File: src/rtl/timer_pkg.sv
// Package for the 16-bit standard timer: register map, field layout,
// reset values and mode encodings.
// Assumes a byte-wide register port with a three-bit address.
package timer_pkg;

  // Register byte offsets on the register port.
  localparam logic [2:0] OFS_CONTROL_0 = 3'h0;
  localparam logic [2:0] OFS_CONTROL_1 = 3'h1;
  localparam logic [2:0] OFS_COUNT_LOW = 3'h2;
  localparam logic [2:0] OFS_COUNT_HIGH = 3'h3;
  localparam logic [2:0] OFS_CMP_A_LOW = 3'h4;
  localparam logic [2:0] OFS_CMP_A_HIGH = 3'h5;
  localparam logic [2:0] OFS_CMP_P = 3'h6;
  localparam logic [2:0] OFS_FLAGS = 3'h7;

  // Field positions in timer_control_0.
  localparam int POS_PAUSE = 7;
  localparam int POS_CLK_SEL_HI = 6;
  localparam int POS_CLK_SEL_LO = 4;
  localparam int POS_ENABLE = 3;

  // Field positions in timer_control_1.
  localparam int POS_MODE_HI = 7;
  localparam int POS_MODE_LO = 6;
  localparam int POS_PIN_FN_HI = 5;
  localparam int POS_PIN_FN_LO = 4;
  localparam int POS_OUT_CTRL = 3;
  localparam int POS_POLARITY = 2;
  localparam int POS_DUTY_SEL = 1;
  localparam int POS_CLEAR_SEL = 0;

  // Field positions in the flag register.
  localparam int POS_FLAG_A = 0;
  localparam int POS_FLAG_P = 1;

  // Reset values.
  localparam logic [7:0] RST_BYTE = 8'h00;
  localparam logic [15:0] RST_WORD = 16'h0000;
  localparam logic [5:0] RST_PRESCALE = 6'h00;

  // Counter limits and the scaled zero value of compare value P.
  localparam logic [15:0] COUNT_MAX = 16'hffff;
  localparam logic [15:0] COUNT_STEP = 16'h0001;
  localparam logic [16:0] FULL_SPAN = 17'h1_0000;
  localparam logic [5:0] PRE_DIV4 = 6'h03;
  localparam logic [5:0] PRE_DIV16 = 6'h0f;
  localparam logic [5:0] PRE_DIV64 = 6'h3f;

  // Mode field encodings.
  localparam logic [1:0] MODE_COMPARE = 2'b00;
  localparam logic [1:0] MODE_UNDEF = 2'b01;
  localparam logic [1:0] MODE_PWM_PULSE = 2'b10;
  localparam logic [1:0] MODE_TIMER = 2'b11;

  // Pin function field encodings.
  localparam logic [1:0] PIN_FN_00 = 2'b00;
  localparam logic [1:0] PIN_FN_01 = 2'b01;
  localparam logic [1:0] PIN_FN_10 = 2'b10;
  localparam logic [1:0] PIN_FN_11 = 2'b11;

  // Counting clock sources.
  typedef enum logic [2:0] {
    CLK_SYS_DIV4 = 3'b000,
    CLK_SYS = 3'b001,
    CLK_HIGH_DIV16 = 3'b010,
    CLK_HIGH_DIV64 = 3'b011,
    CLK_SUB_A = 3'b100,
    CLK_SUB_B = 3'b101,
    CLK_EXT_RISE = 3'b110,
    CLK_EXT_FALL = 3'b111
  } clock_select_t;

endpackage

File: src/rtl/standard_timer.sv
// Standard 16-bit up-counting timer with comparators A and P, compare
// output, timer, PWM and single pulse modes, and a byte register port.
// Assumes the high clock equals the system clock, the sub clock and the
// external clock/trigger arrive asynchronously on pins.
//
// How it works
// - counter readable as two read-only bytes.
// - compare value A in two RW bytes.
// - P compares counter top byte, zero means 65536.
// - P match clears counter, P zero wraps.
// - mode field and pin field choose mode.
// - clear-select zero clears on P, both flags.
// - clear-select one clears on A, A flag only.
// - A zero overflows at FFFF, no A flag.
// - compare pin changes only on A flag or enable rise.
// - enable rise sets pin to initial level.
// - timer mode counts like compare, pin unused.
// - PWM ignores clear-select, duty select swaps roles.
// - duty not below period gives full duty.
// - PWM raises both flags on matches.
// - PWM polarity, forcing and inversion of the pin.
// - PWM keeps counting while pin forced.
// - pulse starts on enable rise.
// - trigger pin edge sets enable in pulse mode.
// - A match or software clear ends pulse.
// - pulse counter cleared only by enable rise.
// - enable rise zeroes counter, clear keeps count.
// - pause freezes counter, release resumes.
// - clock select picks the counting clock.
//
// Implementation choices: the strobed register port and the register addresses.
`timescale 1ns/1ps
`default_nettype none

module standard_timer
  import timer_pkg::*;
#(
  parameter int SYNC_STAGES = 2
) (
  input wire logic clock,
  input wire logic reset_n,
  input wire logic [2:0] address,
  input wire logic [7:0] write_data,
  input wire logic write_strobe,
  input wire logic read_strobe,
  output logic [7:0] read_data,
  input wire logic ext_clock_trigger_pin,
  input wire logic sub_clock_pin,
  output logic timer_output_pin,
  output logic timer_output_enable,
  output logic compare_a_flag,
  output logic compare_p_flag
);

  // Fewer than two stages would let a metastable level reach logic.
  if (SYNC_STAGES < 2) begin : g_bad_sync
    $error("SYNC_STAGES must be at least 2");
  end

  // Single pulse is the PWM mode with the pin field at 11.
  function automatic logic is_pulse(input logic [1:0] m, input logic [1:0] f);
    is_pulse = (m == MODE_PWM_PULSE) && (f == PIN_FN_11);
  endfunction

  // Control fields.
  logic pause_bit;
  logic [2:0] clock_select_field;
  logic enable_bit;
  logic [1:0] mode_field;
  logic [1:0] pin_function_field;
  logic output_control_bit;
  logic polarity_bit;
  logic duty_period_select;
  logic clear_select_bit;
  // Compare values and the counter.
  logic [15:0] compare_value_a;
  logic [7:0] compare_value_p;
  logic [15:0] counter;
  // Enable history for rising edge detection.
  logic enable_prev;
  logic en_rise;
  // Free-running prescaler for the divided clocks.
  logic [5:0] prescale;
  // Synchronisers and edge history for the two pins.
  logic [SYNC_STAGES-1:0] ext_sync;
  logic [SYNC_STAGES-1:0] sub_sync;
  logic ext_prev;
  logic sub_prev;
  logic ext_rise;
  logic ext_fall;
  logic sub_rise;
  logic trig_edge;
  // Counting event, matches and their effects.
  logic tick;
  logic [15:0] inc;
  logic match_a;
  logic match_p;
  logic clear_cnt;
  logic set_a;
  logic set_p;
  // PWM duty and period in 17 bits so that 65536 fits.
  logic [16:0] p_scaled;
  logic [16:0] duty_val;
  logic [16:0] period_val;
  logic pwm_active;
  // Pin level before polarity, and the register-port decodes.
  logic pin_state;
  logic [1:0] next_pin_sel;
  logic wr_ctrl0;
  logic sw_pulse;

  assign en_rise = enable_bit && !enable_prev;
  assign wr_ctrl0 = write_strobe && (address == OFS_CONTROL_0);
  assign sw_pulse = is_pulse(mode_field, pin_function_field);
  assign next_pin_sel = pin_function_field;

  // Both pins pass a chain of flip-flops; only the last stage is read.
  always_ff @(posedge clock) begin
    if (!reset_n) begin
      ext_sync <= '0;
      sub_sync <= '0;
      ext_prev <= 1'b0;
      sub_prev <= 1'b0;
    end else begin
      ext_sync <= {ext_sync[SYNC_STAGES-2:0], ext_clock_trigger_pin};
      sub_sync <= {sub_sync[SYNC_STAGES-2:0], sub_clock_pin};
      ext_prev <= ext_sync[SYNC_STAGES-1];
      sub_prev <= sub_sync[SYNC_STAGES-1];
    end
  end

  assign ext_rise = ext_sync[SYNC_STAGES-1] && !ext_prev;
  assign ext_fall = !ext_sync[SYNC_STAGES-1] && ext_prev;
  assign sub_rise = sub_sync[SYNC_STAGES-1] && !sub_prev;
  // The trigger uses the falling edge only when that source is selected.
  assign trig_edge = (clock_select_field == CLK_EXT_FALL) ? ext_fall : ext_rise;

  // Prescaler runs always so divided ticks are evenly spaced.
  always_ff @(posedge clock) begin
    if (!reset_n) begin
      prescale <= RST_PRESCALE;
    end else begin
      prescale <= prescale + 6'h01;
    end
  end

  // Counting clock event, gated by enable and pause.
  always_comb begin
    case (clock_select_t'(clock_select_field))
      CLK_SYS_DIV4: tick = (prescale[1:0] == PRE_DIV4[1:0]);
      CLK_SYS: tick = 1'b1;
      CLK_HIGH_DIV16: tick = (prescale[3:0] == PRE_DIV16[3:0]);
      CLK_HIGH_DIV64: tick = (prescale == PRE_DIV64);
      CLK_SUB_A: tick = sub_rise;
      CLK_SUB_B: tick = sub_rise;
      CLK_EXT_RISE: tick = ext_rise;
      default: tick = ext_fall;
    endcase
    tick = tick && enable_bit && !pause_bit && !en_rise;
  end

  // Comparators look at the value the counter is about to take.
  always_comb begin
    inc = counter + COUNT_STEP;
    match_a = tick && (compare_value_a != RST_WORD) && (inc == compare_value_a);
    if (compare_value_p != RST_BYTE) begin
      match_p = tick && (inc[15:8] == compare_value_p) && (inc[7:0] == RST_BYTE);
    end else begin
      match_p = tick && (counter == COUNT_MAX);
    end
  end

  // Mode decides which match clears the counter and which flags rise.
  always_comb begin
    clear_cnt = 1'b0;
    set_a = match_a;
    set_p = match_p;
    if (sw_pulse) begin
      set_p = 1'b0;
    end else if (mode_field == MODE_PWM_PULSE) begin
      clear_cnt = duty_period_select ? match_a : match_p;
    end else if (clear_select_bit) begin
      clear_cnt = match_a;
      set_p = 1'b0;
    end else begin
      clear_cnt = match_p;
    end
  end

  // Counter: zeroed on enable rise, otherwise steps or clears on a tick.
  always_ff @(posedge clock) begin
    if (!reset_n) begin
      counter <= RST_WORD;
      enable_prev <= 1'b0;
    end else begin
      enable_prev <= enable_bit;
      if (en_rise) begin
        counter <= RST_WORD;
      end else if (clear_cnt) begin
        counter <= RST_WORD;
      end else if (tick) begin
        counter <= inc;
      end
    end
  end

  // Control register 0, with enable also driven by trigger and A match.
  always_ff @(posedge clock) begin
    if (!reset_n) begin
      pause_bit <= 1'b0;
      clock_select_field <= 3'b000;
      enable_bit <= 1'b0;
    end else begin
      if (wr_ctrl0) begin
        pause_bit <= write_data[POS_PAUSE];
        clock_select_field <= write_data[POS_CLK_SEL_HI:POS_CLK_SEL_LO];
      end
      // A trigger edge wins over an A match or a software clear.
      if (sw_pulse && trig_edge) begin
        enable_bit <= 1'b1;
      end else if (wr_ctrl0) begin
        enable_bit <= write_data[POS_ENABLE];
      end else if (sw_pulse && match_a) begin
        enable_bit <= 1'b0;
      end
    end
  end

  // Control register 1 and the compare values.
  always_ff @(posedge clock) begin
    if (!reset_n) begin
      mode_field <= MODE_COMPARE;
      pin_function_field <= PIN_FN_00;
      output_control_bit <= 1'b0;
      polarity_bit <= 1'b0;
      duty_period_select <= 1'b0;
      clear_select_bit <= 1'b0;
      compare_value_a <= RST_WORD;
      compare_value_p <= RST_BYTE;
    end else if (write_strobe) begin
      if (address == OFS_CONTROL_1) begin
        mode_field <= write_data[POS_MODE_HI:POS_MODE_LO];
        pin_function_field <= write_data[POS_PIN_FN_HI:POS_PIN_FN_LO];
        output_control_bit <= write_data[POS_OUT_CTRL];
        polarity_bit <= write_data[POS_POLARITY];
        duty_period_select <= write_data[POS_DUTY_SEL];
        clear_select_bit <= write_data[POS_CLEAR_SEL];
      end else if (address == OFS_CMP_A_LOW) begin
        compare_value_a[7:0] <= write_data;
      end else if (address == OFS_CMP_A_HIGH) begin
        compare_value_a[15:8] <= write_data;
      end else if (address == OFS_CMP_P) begin
        compare_value_p <= write_data;
      end
    end
  end

  // Duty and period in PWM mode; a duty not below the period is full on.
  always_comb begin
    p_scaled = (compare_value_p == RST_BYTE) ? FULL_SPAN : {1'b0, compare_value_p, RST_BYTE};
    duty_val = duty_period_select ? p_scaled : {1'b0, compare_value_a};
    period_val = duty_period_select ? {1'b0, compare_value_a} : p_scaled;
    pwm_active = (duty_val >= period_val) || ({1'b0, counter} < duty_val);
  end

  // Pin level before polarity, per mode.
  always_ff @(posedge clock) begin
    if (!reset_n) begin
      pin_state <= 1'b0;
    end else if (mode_field == MODE_PWM_PULSE) begin
      if (sw_pulse) begin
        pin_state <= enable_bit ? output_control_bit : !output_control_bit;
      end else if (next_pin_sel == PIN_FN_00) begin
        pin_state <= !output_control_bit;
      end else if (next_pin_sel == PIN_FN_01) begin
        pin_state <= output_control_bit;
      end else begin
        pin_state <= pwm_active ? output_control_bit : !output_control_bit;
      end
    end else if (mode_field == MODE_COMPARE) begin
      if (en_rise) begin
        pin_state <= output_control_bit;
      end else if (set_a) begin
        if (next_pin_sel == PIN_FN_01) begin
          pin_state <= 1'b0;
        end else if (next_pin_sel == PIN_FN_10) begin
          pin_state <= 1'b1;
        end else if (next_pin_sel == PIN_FN_11) begin
          pin_state <= !pin_state;
        end
      end
    end
  end

  // Pin drivers; the pin is released in timer mode and the undefined mode.
  always_ff @(posedge clock) begin
    if (!reset_n) begin
      timer_output_pin <= 1'b0;
      timer_output_enable <= 1'b0;
    end else begin
      timer_output_pin <= pin_state ^ polarity_bit;
      timer_output_enable <= (mode_field == MODE_COMPARE) || (mode_field == MODE_PWM_PULSE);
    end
  end

  // Sticky flags; a write of one clears, a hardware set in the same cycle wins.
  always_ff @(posedge clock) begin
    if (!reset_n) begin
      compare_a_flag <= 1'b0;
      compare_p_flag <= 1'b0;
    end else begin
      if (set_a) begin
        compare_a_flag <= 1'b1;
      end else if (write_strobe && (address == OFS_FLAGS) && write_data[POS_FLAG_A]) begin
        compare_a_flag <= 1'b0;
      end
      if (set_p) begin
        compare_p_flag <= 1'b1;
      end else if (write_strobe && (address == OFS_FLAGS) && write_data[POS_FLAG_P]) begin
        compare_p_flag <= 1'b0;
      end
    end
  end

  // Read port: data stand one cycle after the read strobe, zero otherwise.
  always_ff @(posedge clock) begin
    if (!reset_n) begin
      read_data <= RST_BYTE;
    end else if (!read_strobe) begin
      read_data <= RST_BYTE;
    end else if (address == OFS_CONTROL_0) begin
      read_data <= {pause_bit, clock_select_field, enable_bit, 3'b000};
    end else if (address == OFS_CONTROL_1) begin
      read_data <= {mode_field, pin_function_field, output_control_bit, polarity_bit,
                    duty_period_select, clear_select_bit};
    end else if (address == OFS_COUNT_LOW) begin
      read_data <= counter[7:0];
    end else if (address == OFS_COUNT_HIGH) begin
      read_data <= counter[15:8];
    end else if (address == OFS_CMP_A_LOW) begin
      read_data <= compare_value_a[7:0];
    end else if (address == OFS_CMP_A_HIGH) begin
      read_data <= compare_value_a[15:8];
    end else if (address == OFS_CMP_P) begin
      read_data <= compare_value_p;
    end else begin
      read_data <= {6'b000000, compare_p_flag, compare_a_flag};
    end
  end
endmodule

`default_nettype wire

File: config.mk
export PLATFORM = sky130hd
export DESIGN_NAME = standard_timer
export DESIGN_NICKNAME = d
export VERILOG_FILES = /design/src/rtl/timer_pkg.sv /design/src/rtl/standard_timer.sv
export SDC_FILE = /design/constraint.sdc
export NUM_CORES = 1
export LEC_CHECK = 0
export ABC_AREA = 1
export BUFFER_PORTS_ARGS = -buffer_cell sky130_fd_sc_hd__buf_2
export CELL_PAD_IN_SITES_DETAIL_PLACEMENT = 0
export CELL_PAD_IN_SITES_GLOBAL_PLACEMENT = 2
export CORE_MARGIN = 3
export CORE_UTILIZATION = 32
export CTS_BUF_LIST = sky130_fd_sc_hd__clkbuf_8
export CTS_CLUSTER_SIZE = 14
export DETAILED_ROUTE_END_ITERATION = 10
export PLACE_DENSITY_LB_ADDON = 0.1
export REMOVE_ABC_BUFFERS = 1
export SLEW_MARGIN = 20
export SYNTH_ARGS = -nofsm -noshare
export SYNTH_HDL_FRONTEND = slang
export SYNTH_SLANG_ARGS = --single-unit
File: constraint.sdc
create_clock -name clock -period 2.5 [get_ports clock]
set_input_delay 0.125 -clock clock [delete_from_list [all_inputs] [get_ports clock]]
set_output_delay 0.125 -clock clock [all_outputs]
set_load 0.05 [all_outputs]
==> results.md, run 1 <==
- The cell area after synthesis is 5300 um2.
- The critical path goes through buf_6 > nand2_2 > nor2_4 > nand3_2 > nor2_4 > nand2_1 > nand2_2 > nand2_1 > nand2_1 > nand2_2 > nor2_4 > nand2_2 > a21oi_4 > nand2_2 > nand2_4 > buf_12 > nor2_4.
- In this run the vertical extent of the chip is 135 um.
- Setup repair after global routing could not meet its margin everywhere.
- The buffering stage count on the worst path with inverters included is 2.
- The max-capacitance violation count is 0.
- The wire length per cell is between 15 and 20 um.
- The number of vias per cell after detailed routing is a little under 5.
- The number of enable-type register cells in the synthesized netlist is 0.
- The count of endpoints failing setup in the final report is 0.
- The most frequently used flop master after synthesis is sky130_fd_sc_hd__dfxtp_1.
- Excluding fillers, the count of instances in the completed layout stands at ~1,100.
- Counting along the longest clock path gives a buffer depth of 2.
- The count of unique library cells instantiated by Yosys is 38.
- The headroom to the max-slew limit is around 50%.
- The final number of max-transition violations is 0.
- Along the worst path, the maximum fanout reaches 7.
- The via count of the first global-routing pass is around 5,200.
- The full die area is 18,200 um2.
- The tree is rooted in a sky130_fd_sc_hd__clkbuf_8.
- CTS built an H-tree with a depth of 3.
- The cell family contributing the most delay on the critical path is simple AND/OR/NAND/NOR gates.
- In this run the biggest area consumer among cell types represents 29.8% of the synthesized area.
- The shortest clock period the worst path allows after layout is about 2.4 ns.
- The number of design rule violations left after detail routing is 0.
- The post-route cell area is 6390 um2.
- Across the VDD grid, the largest voltage drop is 223 uV.
- The final wirelength is between 15 and 20 mm.
- The required time of the worst setup path is between 2 and 3 ns.
- For this run, the top clock speed supported by timing is roughly 420 MHz.
- Sequential cells were found to cover about 30% of the synthesized design area.
- The transition time at the pin with the least slew margin is between 0.7 and 0.8 ns.
- The hold violation total from the final report came to 0.
- TritonCTS built the clock tree.
- The final RePlAce weighted congestion is approximately 0.9.
- The setup total negative slack is 0 ns.
- The critical path is of the flip-flop to flip-flop type.
- At the later pin of the worst-skew pair, clock insertion delay measures 0.38 ns.
- The first global-routing pass estimated 30.0 mm of wire.
- The repair_antennas step left the layout with diodes totalling 0.
- Cells with a size suffix above 1 make up 18.6% of the layout.
- The worst setup path is captured at a flip-flop.
- Counting flops and latches in the post-synthesis netlist gives slightly below 80.
- STA classifies the critical path startpoint as a flip-flop.
- The initial core utilization is about a third.
- The most numerous cell type found on the critical path is sky130_fd_sc_hd__nand2_2.
- The maximum number of pins on one net before global-route repair is 35.
- The number of antenna violations at the first check in global routing is 0.
- The largest incremental delay on the critical path is between 0.3 and 0.4 ns.
- Synthesis handed over a netlist of 829 instances.
- Clock-pin slew was measured on the worst setup and hold paths at around 0.10 ns.
- The area of the core region is 16,100 um2.
- On the critical path, the stage with the largest delay is an instance of sky130_fd_sc_hd__dfxtp_2.
- The cell accounting for the most synthesized area is sky130_fd_sc_hd__dfxtp_1.
- The post-route worst setup slack is just over 0.09 ns.
- The half-perimeter wire length after placement is about 16 mm.
- After synthesis, the share of flip-flops with an asynchronous set or reset is 0%.
- The area growth from synthesis to final layout is 20.5%.
- After detailed placement, the design holds a cell count of approximately 1,100.
- The number of sinks driven by the clock tree is 79.
- The final route contains ~5,500 vias.
- The TritonCTS buffer count is 9.
- The worst slack at placement is -0.109 ns.
- Dividing total power by cell area gives a power density of between 400 and 500 nW/um2.
- In this run the core area contains between 40 and 50 standard-cell rows.
- The post-route fraction of the period consumed by the critical path is between 90% and 100%.
- Sorting the synthesized cells by area gives the leading types as sky130_fd_sc_hd__dfxtp_1 (30%), sky130_fd_sc_hd__nand2_1 (13%), sky130_fd_sc_hd__o21ai_0 (8.4%), sky130_fd_sc_hd__inv_1 (7.8%), sky130_fd_sc_hd__nor2_1 (7.4%).
- The chip width is between 100 and 150 um.
- The analysis attributes to cell leakage a power of slightly below 0.003 uW.
- The power consumption is roughly 2800 uW.
- The flow ran to the end, and the final reports show no timing, DRC or antenna violations.
- In this run the worst hold path is classified as input pin to flip-flop.
- Averaged over all synthesized cells, the footprint is around 6.4 um2.
- The final setup skew is about 0.013 ns.
- The detailed-router iteration count before antenna repair is 4.
- Once placement finished, the instance area stood at roughly 5900 um2.
- Global routing used about 22% of the available tracks across all layers.
- The boundary pin count is 29.
- The data arrival time at the worst-slack endpoint is approximately 2.7 ns.
- The number of DRC markers in iteration 0 is around 380.
- During synthesis, Yosys emitted a total of 0 warnings.
- The total congestion overflow is 0.
- At the end of the flow, the number of nets in the layout was 941.
- The detail route stage leaves a number of antenna-violating nets equal to 0.
- Port buffering added 28 buffers.
-- synthesized netlist by cell type, types with 2 or more instances --
cell type	n
sky130_fd_sc_hd__nand2_4	2
sky130_fd_sc_hd__nor3_1	6
sky130_fd_sc_hd__nand3b_1	3
sky130_fd_sc_hd__dfxtp_1	79
sky130_fd_sc_hd__nand2_1	190
sky130_fd_sc_hd__o22ai_1	6
sky130_fd_sc_hd__nand2_2	11
sky130_fd_sc_hd__nand3_2	4
sky130_fd_sc_hd__xnor2_1	3
sky130_fd_sc_hd__o21ai_0	89
sky130_fd_sc_hd__inv_2	5
sky130_fd_sc_hd__nor2_1	104
sky130_fd_sc_hd__ha_1	30
sky130_fd_sc_hd__or2_2	2
sky130_fd_sc_hd__inv_1	110
sky130_fd_sc_hd__a21oi_1	69
sky130_fd_sc_hd__o221ai_1	4
sky130_fd_sc_hd__nand4_1	9
sky130_fd_sc_hd__nand3_1	49
sky130_fd_sc_hd__o21bai_1	2
sky130_fd_sc_hd__clkbuf_1	14
sky130_fd_sc_hd__xor2_1	4
sky130_fd_sc_hd__o21ai_1	3
sky130_fd_sc_hd__nor2_2	3
sky130_fd_sc_hd__nor2_4	15
-- sequential cells by signal, indices dropped and copies added, names as in the netlist, 2 cells and up --
signal / flops
clock_select_field: 3
compare_value_a: 16
compare_value_p: 8
counter: 16
ext_sync: 2
mode_field: 2
next_pin_sel: 2
prescale: 6
read_data: 8
sub_sync: 2
-- worst paths after layout --
check	start	endpoint	slack, ns	cells after the start
worst max-delay path	counter[1]	counter[2]	0.09	17
worst min-delay path	write_data[2]	polarity_bit	0.08	3
worst max register to register	counter[1]	counter[2]	0.09	17
worst min register to register	ext_sync[0]	ext_sync[1]	0.42	2
-- report_power, final --
part / internal [uW] / switching [uW] / leakage [uW] / total, uW
Combinational: 161 / 301 / 0.00216 / 462
Sequential: 1290 / 33.2 / 0.000646 / 1320
Clock: 404 / 576 / 0.0000914 / 979
Total: 1860 / 910 / 0.00290 / 2770
-- routing by layer --
metal	GRT usage (%)	share of wire (%)	wire length, um
met5	0	0	0
met4	7.58	1.9	382
met2	32.8	44	8820
met1	32.3	50	9900
met3	3.61	4.0	796
-- cell families (layout without fill, tap and decap cells) --
logic type / count (synthesis) / in the layout / share of synthesized area, %
AND/OR/NAND/NOR: 400 / 400 / 34.3
buffers and inverters: 135 / 205 / 10.0
flip-flops: 79 / 79 / 29.8
AO/OA/AOI/OAI: 177 / 177 / 17.5
XOR/XNOR: 7 / 7 / 1.16
multiplexers: 1 / 1 / 0.189
adder cells (fa/ha/maj): 30 / 30 / 7.08
-- what timing repair did --
item / CTS / global route
endpoints found under the setup margin: 16 / 18
pin swaps: 2 / 9
resized for setup: 2 / 51
hold endpoints to repair: 2 / 0
buffers inserted: 2 / 1
hold buffers: 2 / 0
cloned: 0 / 2
-- cells in the final DEF, fill, tap and decap left out, drive strengths merged, types with 12 or more instances in the layout --
cell type	n
a21oi	70
buf	68
clkbuf	12
dfxtp	79
ha	30
inv	118
nand2	203
nand3	53
nor2	123
o21ai	92
-- layout make-up --
type / count / area (um2)
Timing Repair Buffer: 72 / 556
Clock inverter: 6 / 52.6
Tap cell: 216 / 270
Inverter: 117 / 440
Multi-Input combinational cell: 615 / 3340
Clock buffer: 10 / 138
Fill cell: 1751 / 9660
Sequential cell: 79 / 1600
-- per-stage QoR --
step | hold WS [ns] | util (%)
after floorplan | 0.218 | -
after global placement | 0.313 | 37.0
after detailed placement | 0.315 | 37.0
after CTS | 0.0618 | 38.5
after global routing | 0.0651 | 39.8
final | 0.0781 | 39.8
-- worst min-delay path: cells and delay by family --
family                 cells  cell delay, ns
buffers and inverters      1            0.15
and+or+nand+nor            2            0.16
(Power assumes the default switching activity.)
==> inputs of run 2 (changes only) <==
--- a/config.mk
+++ b/config.mk
@@ -6,10 +6,10 @@
 export NUM_CORES = 1
 export LEC_CHECK = 0
 export ABC_AREA = 1
-export BUFFER_PORTS_ARGS = -buffer_cell sky130_fd_sc_hd__buf_2
+export BUFFER_PORTS_ARGS = -buffer_cell sky130_fd_sc_hd__buf_4
 export CELL_PAD_IN_SITES_DETAIL_PLACEMENT = 0
 export CELL_PAD_IN_SITES_GLOBAL_PLACEMENT = 2
-export CORE_MARGIN = 3
+export CORE_MARGIN = 1
 export CORE_UTILIZATION = 32
 export CTS_BUF_LIST = sky130_fd_sc_hd__clkbuf_8
 export CTS_CLUSTER_SIZE = 14
==> results.md, run 2 (same netlist as run 1, synthesis figures left out) <==
- The via count of the first global-routing pass was approximately 5,000.
- The depth of the worst register-to-register path is 17.
- The detailed-router iteration count before antenna repair is 5.
- The full die area is ~17,000 um2.
- The peak clock frequency supported by timing is 435 MHz.
- The initial core utilization is 33.0%.
- In this run the register-to-register setup slack is about 0.20 ns.
- The clock tree root driver cell is sky130_fd_sc_hd__clkbuf_8.
- For the pin with the worst max-slew slack, the measured transition is 0.774 ns.
- Across the run, the number of max-cap violations was 0.
- The switching part of the total is 31.6%.
- The required time of the worst setup path is 2.79 ns.
- In this run the critical register-to-register path is captured at pin_state.
- In this run, the number of DRC markers left after iteration 0 of detailed routing was slightly below 400.
- The worst hold-check path type is input pin to flip-flop.
- The share of post-route cells with drive strength above 1 is around 16%.
- After detailed routing, the number of vias per cell comes to about 5.0.
- The final critical path takes up 92.0% of the cycle.
- The TritonCTS buffer count is 9.
- The global-route wire length before repair is about 30 mm.
- The most frequent standard cell in the layout excluding fill and tap cells is sky130_fd_sc_hd__nand2_1.
- In the layout the commonest cells are sky130_fd_sc_hd__nand2_1 (190), sky130_fd_sc_hd__inv_1 (110), sky130_fd_sc_hd__nor2_1 (103), sky130_fd_sc_hd__o21ai_0 (83), sky130_fd_sc_hd__dfxtp_1 (73).
- Of the total power, the clock network draws between 30% and 40%.
- The final number of max-transition violations is 0.
- Setup repair after global routing could not meet its margin everywhere.
- Registers are responsible for a little under half of the overall power.
- The clock transition at the registers of the reported paths is about 0.1 ns.
- The total number of vias is approximately 5,600.
- The total congestion overflow is 0.
- The boundary pin count is 29.
- The final core utilization is 39.4%.
- The overall die height is ~130 um.
- The final RePlAce weighted congestion is between 0.8 and 0.9.
- The number of routed nets with antenna violations is 0.
- The number of standard cells in the layout, taps in and fillers out is 1,116.
- Summed over all nets, the switching power comes to between 800 and 900 uW.
- The area of the core region is 16,100 um2.
- The worst setup path is launched from a flip-flop.
- The number of design rule violations left after detail routing is 0.
- During placement, the flow inserted port buffers numbering 28.
- From synthesis to final layout, the design area changed by 19.2%.
- The run finished with clean final reports.
- The portion of total power attributed to combinational logic is 16.5%.
- The site row count is 46.
- The capturing instance or port of the critical path is pin_state.
- The count of endpoints failing setup in the final report is 0.
- The number of antenna violations at the first check in global routing is 0.
- The maximum root-to-sink buffer count is 2.
- For this design the static power due to leakage is between 0.002 and 0.003 uW.
- Clock latency on the worst-skew pair, taken at its later pin, is around 0.38 ns.
- Of all nets on the critical path, the largest fanout is 3.
- Entering global routing, the biggest net connects 35 pins.
- The shortest clock period the worst path allows after layout is ~2.3 ns.
- In this run the power density over the cells is 447 nW/um2.
- The die is 131 um wide.
- After detailed routing, the average wire length per cell comes to roughly 18 um.
- The H-tree generated during clock tree synthesis spans 3 levels.
- The placed instance count is 1,097.
- The CTS tree is done.
- The repair_antennas step left the layout with diodes totalling 0.
- STA classifies the critical path endpoint as a flip-flop.
- The net count reported at finish is ~940.
- Counting the fill cells in the layout gives about 1,800.
- The headroom to the max-slew limit is 48.2%.
- Clock skew on the completed layout was measured at between 0.015 and 0.02 ns.
- The data arrival time at the worst-slack endpoint is about 2.6 ns.
- The internal portion of the total power is about 1900 uW.
- The largest registers in the layout are compare_value_a (16), counter (16).
- The half-perimeter wire length after placement is ~16 mm.
- Across every metal layer, demand over resource in global routing totals 24.0%.
- The number of sinks driven by the clock tree is 79.
- The hold violation total from the final report is 0.
- Tracing the worst setup path back leads to its startpoint at duty_period_select.
- The critical path start-end classification is flip-flop to flip-flop.
- The startpoint identified for the worst register-to-register timing path is duty_period_select.
- IR analysis of the VDD net gives a maximum drop of roughly 300 uV.
- The final layout contains routed wiring with a total length of approximately 20 mm.
run 2: worst min path at each step:
| stage | startpoint | to | cells after the start |
|---|---|---|---|
| 6_report | write_data[2] | polarity_bit | 3 |
| 5_1_grt | write_data[0] | clear_select_bit | 3 |
| 4_1_cts | write_data[0] | compare_value_a[0] | 3 |
| 3_5_place_dp | ext_clock_trigger_pin | ext_sync[0] | 3 |
| 3_3_place_gp | sub_clock_pin | sub_sync[0] | 3 |
| 2_1_floorplan | reset_n | ext_sync[0] | 2 |
run 2: power by group through the flow:
stage	sequential [uW]	combinational, uW	clock [uW]
global route	1330	516	1100
finish	1320	465	1030
CTS	1320	460	1060
global placement	1350	455	0
floorplan	1360	248	0
detailed placement	1350	456	0
run 2: routing by layer:
layer | part of all wire [%] | vias to the layer above | GRT usage (%)
met1 | 51 | 2609 | 34.5
met5 | 0 | - | 0
li1 | - | 2808 | -
met2 | 44 | 128 | 37.1
met4 | 1.3 | 0 | 6.29
met3 | 4.2 | 15 | 3.83
run 2: worst max-delay path, stage by stage (launching register included):
cell and delay, ns:
sky130_fd_sc_hd__dfxtp_4 0.38, sky130_fd_sc_hd__inv_1 0.15, sky130_fd_sc_hd__nor2_1 0.06, sky130_fd_sc_hd__a21oi_1 0.19, sky130_fd_sc_hd__inv_1 0.07, sky130_fd_sc_hd__ha_1 0.28, sky130_fd_sc_hd__nand2_1 0.06, sky130_fd_sc_hd__nor2_1 0.11
sky130_fd_sc_hd__nand3_1 0.16, sky130_fd_sc_hd__nand3b_1 0.21, sky130_fd_sc_hd__nand2_1 0.09, sky130_fd_sc_hd__nand2_1 0.07, sky130_fd_sc_hd__nand2_1 0.09, sky130_fd_sc_hd__nand3_1 0.07, sky130_fd_sc_hd__nand2_1 0.06, sky130_fd_sc_hd__nor2_1 0.04
sky130_fd_sc_hd__nor2_1 0.09, sky130_fd_sc_hd__nor2_1 0.05
run 2: final cells by class:
class	count	area (um2)	share of cell area [%]
multi-input cells	615	3210	50.8
flip-flops and latches	79	1590	25.2
repair buffers	73	608	9.62
inverters	117	440	6.96
well taps	216	270	4.27
clock buffers	9	124	1.96
clock inverters	7	77.6	1.23
run 2: what timing repair did:
action                                  CTS  global route
gates resized for setup                   0            19
endpoints found under the hold margin     2             0
hold buffers                              2             0
endpoints found under the setup margin    0            17
buffers inserted                          0             0
run 2: per-stage QoR:
step | total power (uW) | hold slack, ns | area [um2] | setup TNS, ns | setup WS (ns)
2_1_floorplan | 1610 | 0.218 | 5210 | -0.103 | -0.103
3_3_place_gp | 1810 | 0.311 | 6050 | 0 | 0.104
3_5_place_dp | 1810 | 0.311 | 6050 | 0 | 0.0725
4_1_cts | 2840 | 0.00999 | 6270 | 0 | 0.0625
5_1_grt | 2950 | 0.0294 | 6320 | -0.00970 | -0.00970
6_report | 2820 | 0.0190 | 6320 | 0 | 0.201
==> inputs of run 3 (changes only) <==
--- a/config.mk
+++ b/config.mk
@@ -7,6 +7,7 @@
 export LEC_CHECK = 0
 export ABC_AREA = 1
 export BUFFER_PORTS_ARGS = -buffer_cell sky130_fd_sc_hd__buf_4
+export CAP_MARGIN = 40
 export CELL_PAD_IN_SITES_DETAIL_PLACEMENT = 0
 export CELL_PAD_IN_SITES_GLOBAL_PLACEMENT = 2
 export CORE_MARGIN = 1
@@ -15,7 +16,6 @@
 export CTS_CLUSTER_SIZE = 14
 export DETAILED_ROUTE_END_ITERATION = 10
 export PLACE_DENSITY_LB_ADDON = 0.1
-export REMOVE_ABC_BUFFERS = 1
 export SLEW_MARGIN = 20
 export SYNTH_ARGS = -nofsm -noshare
 export SYNTH_HDL_FRONTEND = slang
==> results.md, run 3 (same netlist as run 1, synthesis figures left out) <==
- The critical path is of the flip-flop to flip-flop type.
- The peak clock frequency supported by timing is 417 MHz.
- The net count of the finished layout is between 900 and 1,000.
- The number of vias per cell after detailed routing is roughly 4.9.
- The overall die height is ~130 um.
- The headroom to the max-slew limit is 57.6%.
- The placed instances occupy a cell area of a little over 6000 um2.
- The area of the core region is around 16,000 um2.
- Adding up every negative setup slack in the final design gives 0 ns.
- The path with the worst hold slack has its endpoint at compare_value_a[0].
- After clock tree synthesis, the clock-pin slew on the worst setup and hold paths is around 0.10 ns.
- The TritonCTS buffer count is 9.
- The layout has between 1,500 and 2,000 filler cells.
- The repair_antennas step left the layout with diodes totalling 0.
- The worst setup path is captured at a flip-flop.
- The maximum number of pins on one net before global-route repair is 28.
- The site row count is 46.
- The worst hold-check path type is input pin to flip-flop.
- The number of DRC markers in iteration 0 is 372.
- Along the worst hold path, the cell count comes to 3.
- The multi-input combinational cells in the finished layout cover a total of around 3300 um2.
- The number of sinks driven by the clock tree is 79.
- The area growth from synthesis to layout is 25.4%.
- The critical register-to-register path endpoint is counter[6].
- The transition time at the pin with the least slew margin is about 0.63 ns.
- The required time of the worst setup path is about 2.8 ns.
- Of the cells placed in the final design, the portion with a size suffix greater than 1 is a little over a fifth.
- For flop-to-flop paths, the worst setup slack is between 0.1 and 0.15 ns.
- The final wirelength is roughly 20 mm.
- At the later pin of the worst-skew pair, clock insertion delay measures between 0.3 and 0.4 ns.
- The depth of the worst register-to-register path is 14.
- The first TritonRoute pass finished after 7 iterations.
- The shortest clock period the worst path allows after layout is ~2.4 ns.
- The category of the worst setup path launch point is a flip-flop.
- The half-perimeter wire length after placement is between 15 and 20 mm.
- The total congestion overflow is 0.
- The wire length per cell is approximately 17 um.
- The hold violation total from the final report is 0.
- OpenSTA, run right after detailed placement, puts the worst setup slack at -0.294 ns.
- The final RePlAce weighted congestion is just under 0.9.
- The post-route worst setup slack is just over 0.1 ns.
- In the layout the commonest cells are sky130_fd_sc_hd__nand2_1 (184), sky130_fd_sc_hd__inv_1 (108), sky130_fd_sc_hd__nor2_1 (99), sky130_fd_sc_hd__buf_4 (93), sky130_fd_sc_hd__o21ai_0 (83).
- Of all nets on the critical path, the largest fanout is 6.
- The final number of max-transition violations is 0.
- Buffers placed on the I/O ports in this run total 28.
- For this configuration, the core starts out at a cell density of approximately a third.
- The via count of the first global-routing pass is 5,467.
- The chip width is 131 um.
- The final route contains approximately 5,600 vias.
- For the worst setup path, the data arrival time is between 2 and 3 ns.
- For this design the top-level I/O count stands at 29.
- The count of endpoints failing setup in the final report is 0.
- The number of antenna violations at the first check in global routing is 0.
- After routing the design area is 6650 um2.
- In this run the power density over the cells is 432 nW/um2.
- The flow ran to the end, and the final reports show no timing, DRC or antenna violations.
- The clock tree synthesis step divided the H-tree into 3 levels.
- The number of routed nets with antenna violations is 0.
- The die covers around 17,000 um2.
- The library cell used most frequently in the layout, excluding fill and tap cells, is sky130_fd_sc_hd__nand2_1.
- On the final layout, the worst clock skew is about 0.019 ns.
- The maximum vdd ir drop is approximately 270 uV.
- The worst reg2reg path startpoint is compare_value_p[5].
- The worst path uses a little over nine tenths of the clock period.
- TritonCTS built the clock tree.
- In the final layout, the registers with the most flip-flops are compare_value_a (16), counter (16).
- The clock passes through at most 2 buffers.
- The net count after synthesis is about 900.
- In this run the clock root is driven by a sky130_fd_sc_hd__clkbuf_8.
- The total routing resource utilization after global routing is around a quarter.
- The combined flip-flop and latch cell area is 1600 um2.
- The first global-routing pass estimated just over 30 mm of wire.
- The max-capacitance violation count is 0.
- For this design the static power due to leakage is around 0.0030 uW.
- For this run, design rule violations remaining after detail routing come to 0.
- The launch instance of the worst min-delay path is write_data[0].
run 3: area by class of cell:
cell class | instances | share of cell area (%)
multi-input cells | 615 | 49.9
repair buffers | 100 | 12.1
clock inverters | 5 | 0.959
clock buffers | 11 | 2.28
inverters | 117 | 6.62
well taps | 216 | 4.06
flip-flops and latches | 79 | 24.1
run 3: how the worst max path moves through the flow:
stage	endpoint	cells after the start	slack, ns	start
finish	counter[6]	14	0.10	compare_value_p[5]
global route	counter[13]	16	-0.007	counter[1]
CTS	counter[14]	19	0.01	counter[0]
detailed placement	counter[4]	15	-0.29	prescale[0]
global placement	counter[2]	15	-0.24	prescale[0]
floorplan	pin_state	18	0.20	duty_period_select
run 3: repair_timing:
| item | in CTS | in global routing |
|---|---|---|
| hold buffers | 2 | 0 |
| buffers inserted | 1 | 2 |
| cloned | 1 | 0 |
| pin swaps | 3 | 14 |
| hold endpoints to repair | 2 | 0 |
| gates resized for setup | 15 | 41 |
| endpoints found under the setup margin | 18 | 17 |
run 3: metrics by stage:
stage | instances | hold WS (ns) | utilization [%] | power, uW
after floorplan | 829 | 0.223 | - | 1620
after global placement | 1122 | 0.309 | 38.7 | 1810
after detailed placement | 1122 | 0.311 | 38.7 | 1810
after CTS | 1142 | 0.0340 | 40.6 | 2900
after global routing | 1143 | 0.0426 | 41.4 | 3000
final | 1143 | 0.0454 | 41.4 | 2870
run 3: routing by layer:
metal  part of all wire (%)  wire, um  track usage (%)  vias to the layer above
met5                      0         0                0                        -
met4                    3.0       589             9.67                        0
met3                    4.9       968             3.75                       31
met2                     47      9170             41.3                      136
met1                     46      8980             31.9                     2542
li1                       -         -                -                     2870
run 3: worst max-delay path: stages (launching register included):
cell	delay [ns]
sky130_fd_sc_hd__dfxtp_1	0.47
sky130_fd_sc_hd__inv_1	0.15
sky130_fd_sc_hd__nand2_1	0.08
sky130_fd_sc_hd__nor2_1	0.05
sky130_fd_sc_hd__nand2_1	0.24
sky130_fd_sc_hd__nand4_1	0.17
sky130_fd_sc_hd__nor2_1	0.24
sky130_fd_sc_hd__nand4_1	0.11
sky130_fd_sc_hd__nor2_1	0.13
sky130_fd_sc_hd__nand2_1	0.12
sky130_fd_sc_hd__nand3_1	0.10
sky130_fd_sc_hd__nand2_2	0.07
sky130_fd_sc_hd__nand2_4	0.14
sky130_fd_sc_hd__buf_12	0.16
sky130_fd_sc_hd__nor2_4	0.03
run 3: report_power, final:
part           internal [uW]  leakage (uW)  switching [uW]
clock network            524      0.000106             551
logic                    176       0.00228             300
registers               1290      0.000647            31.5
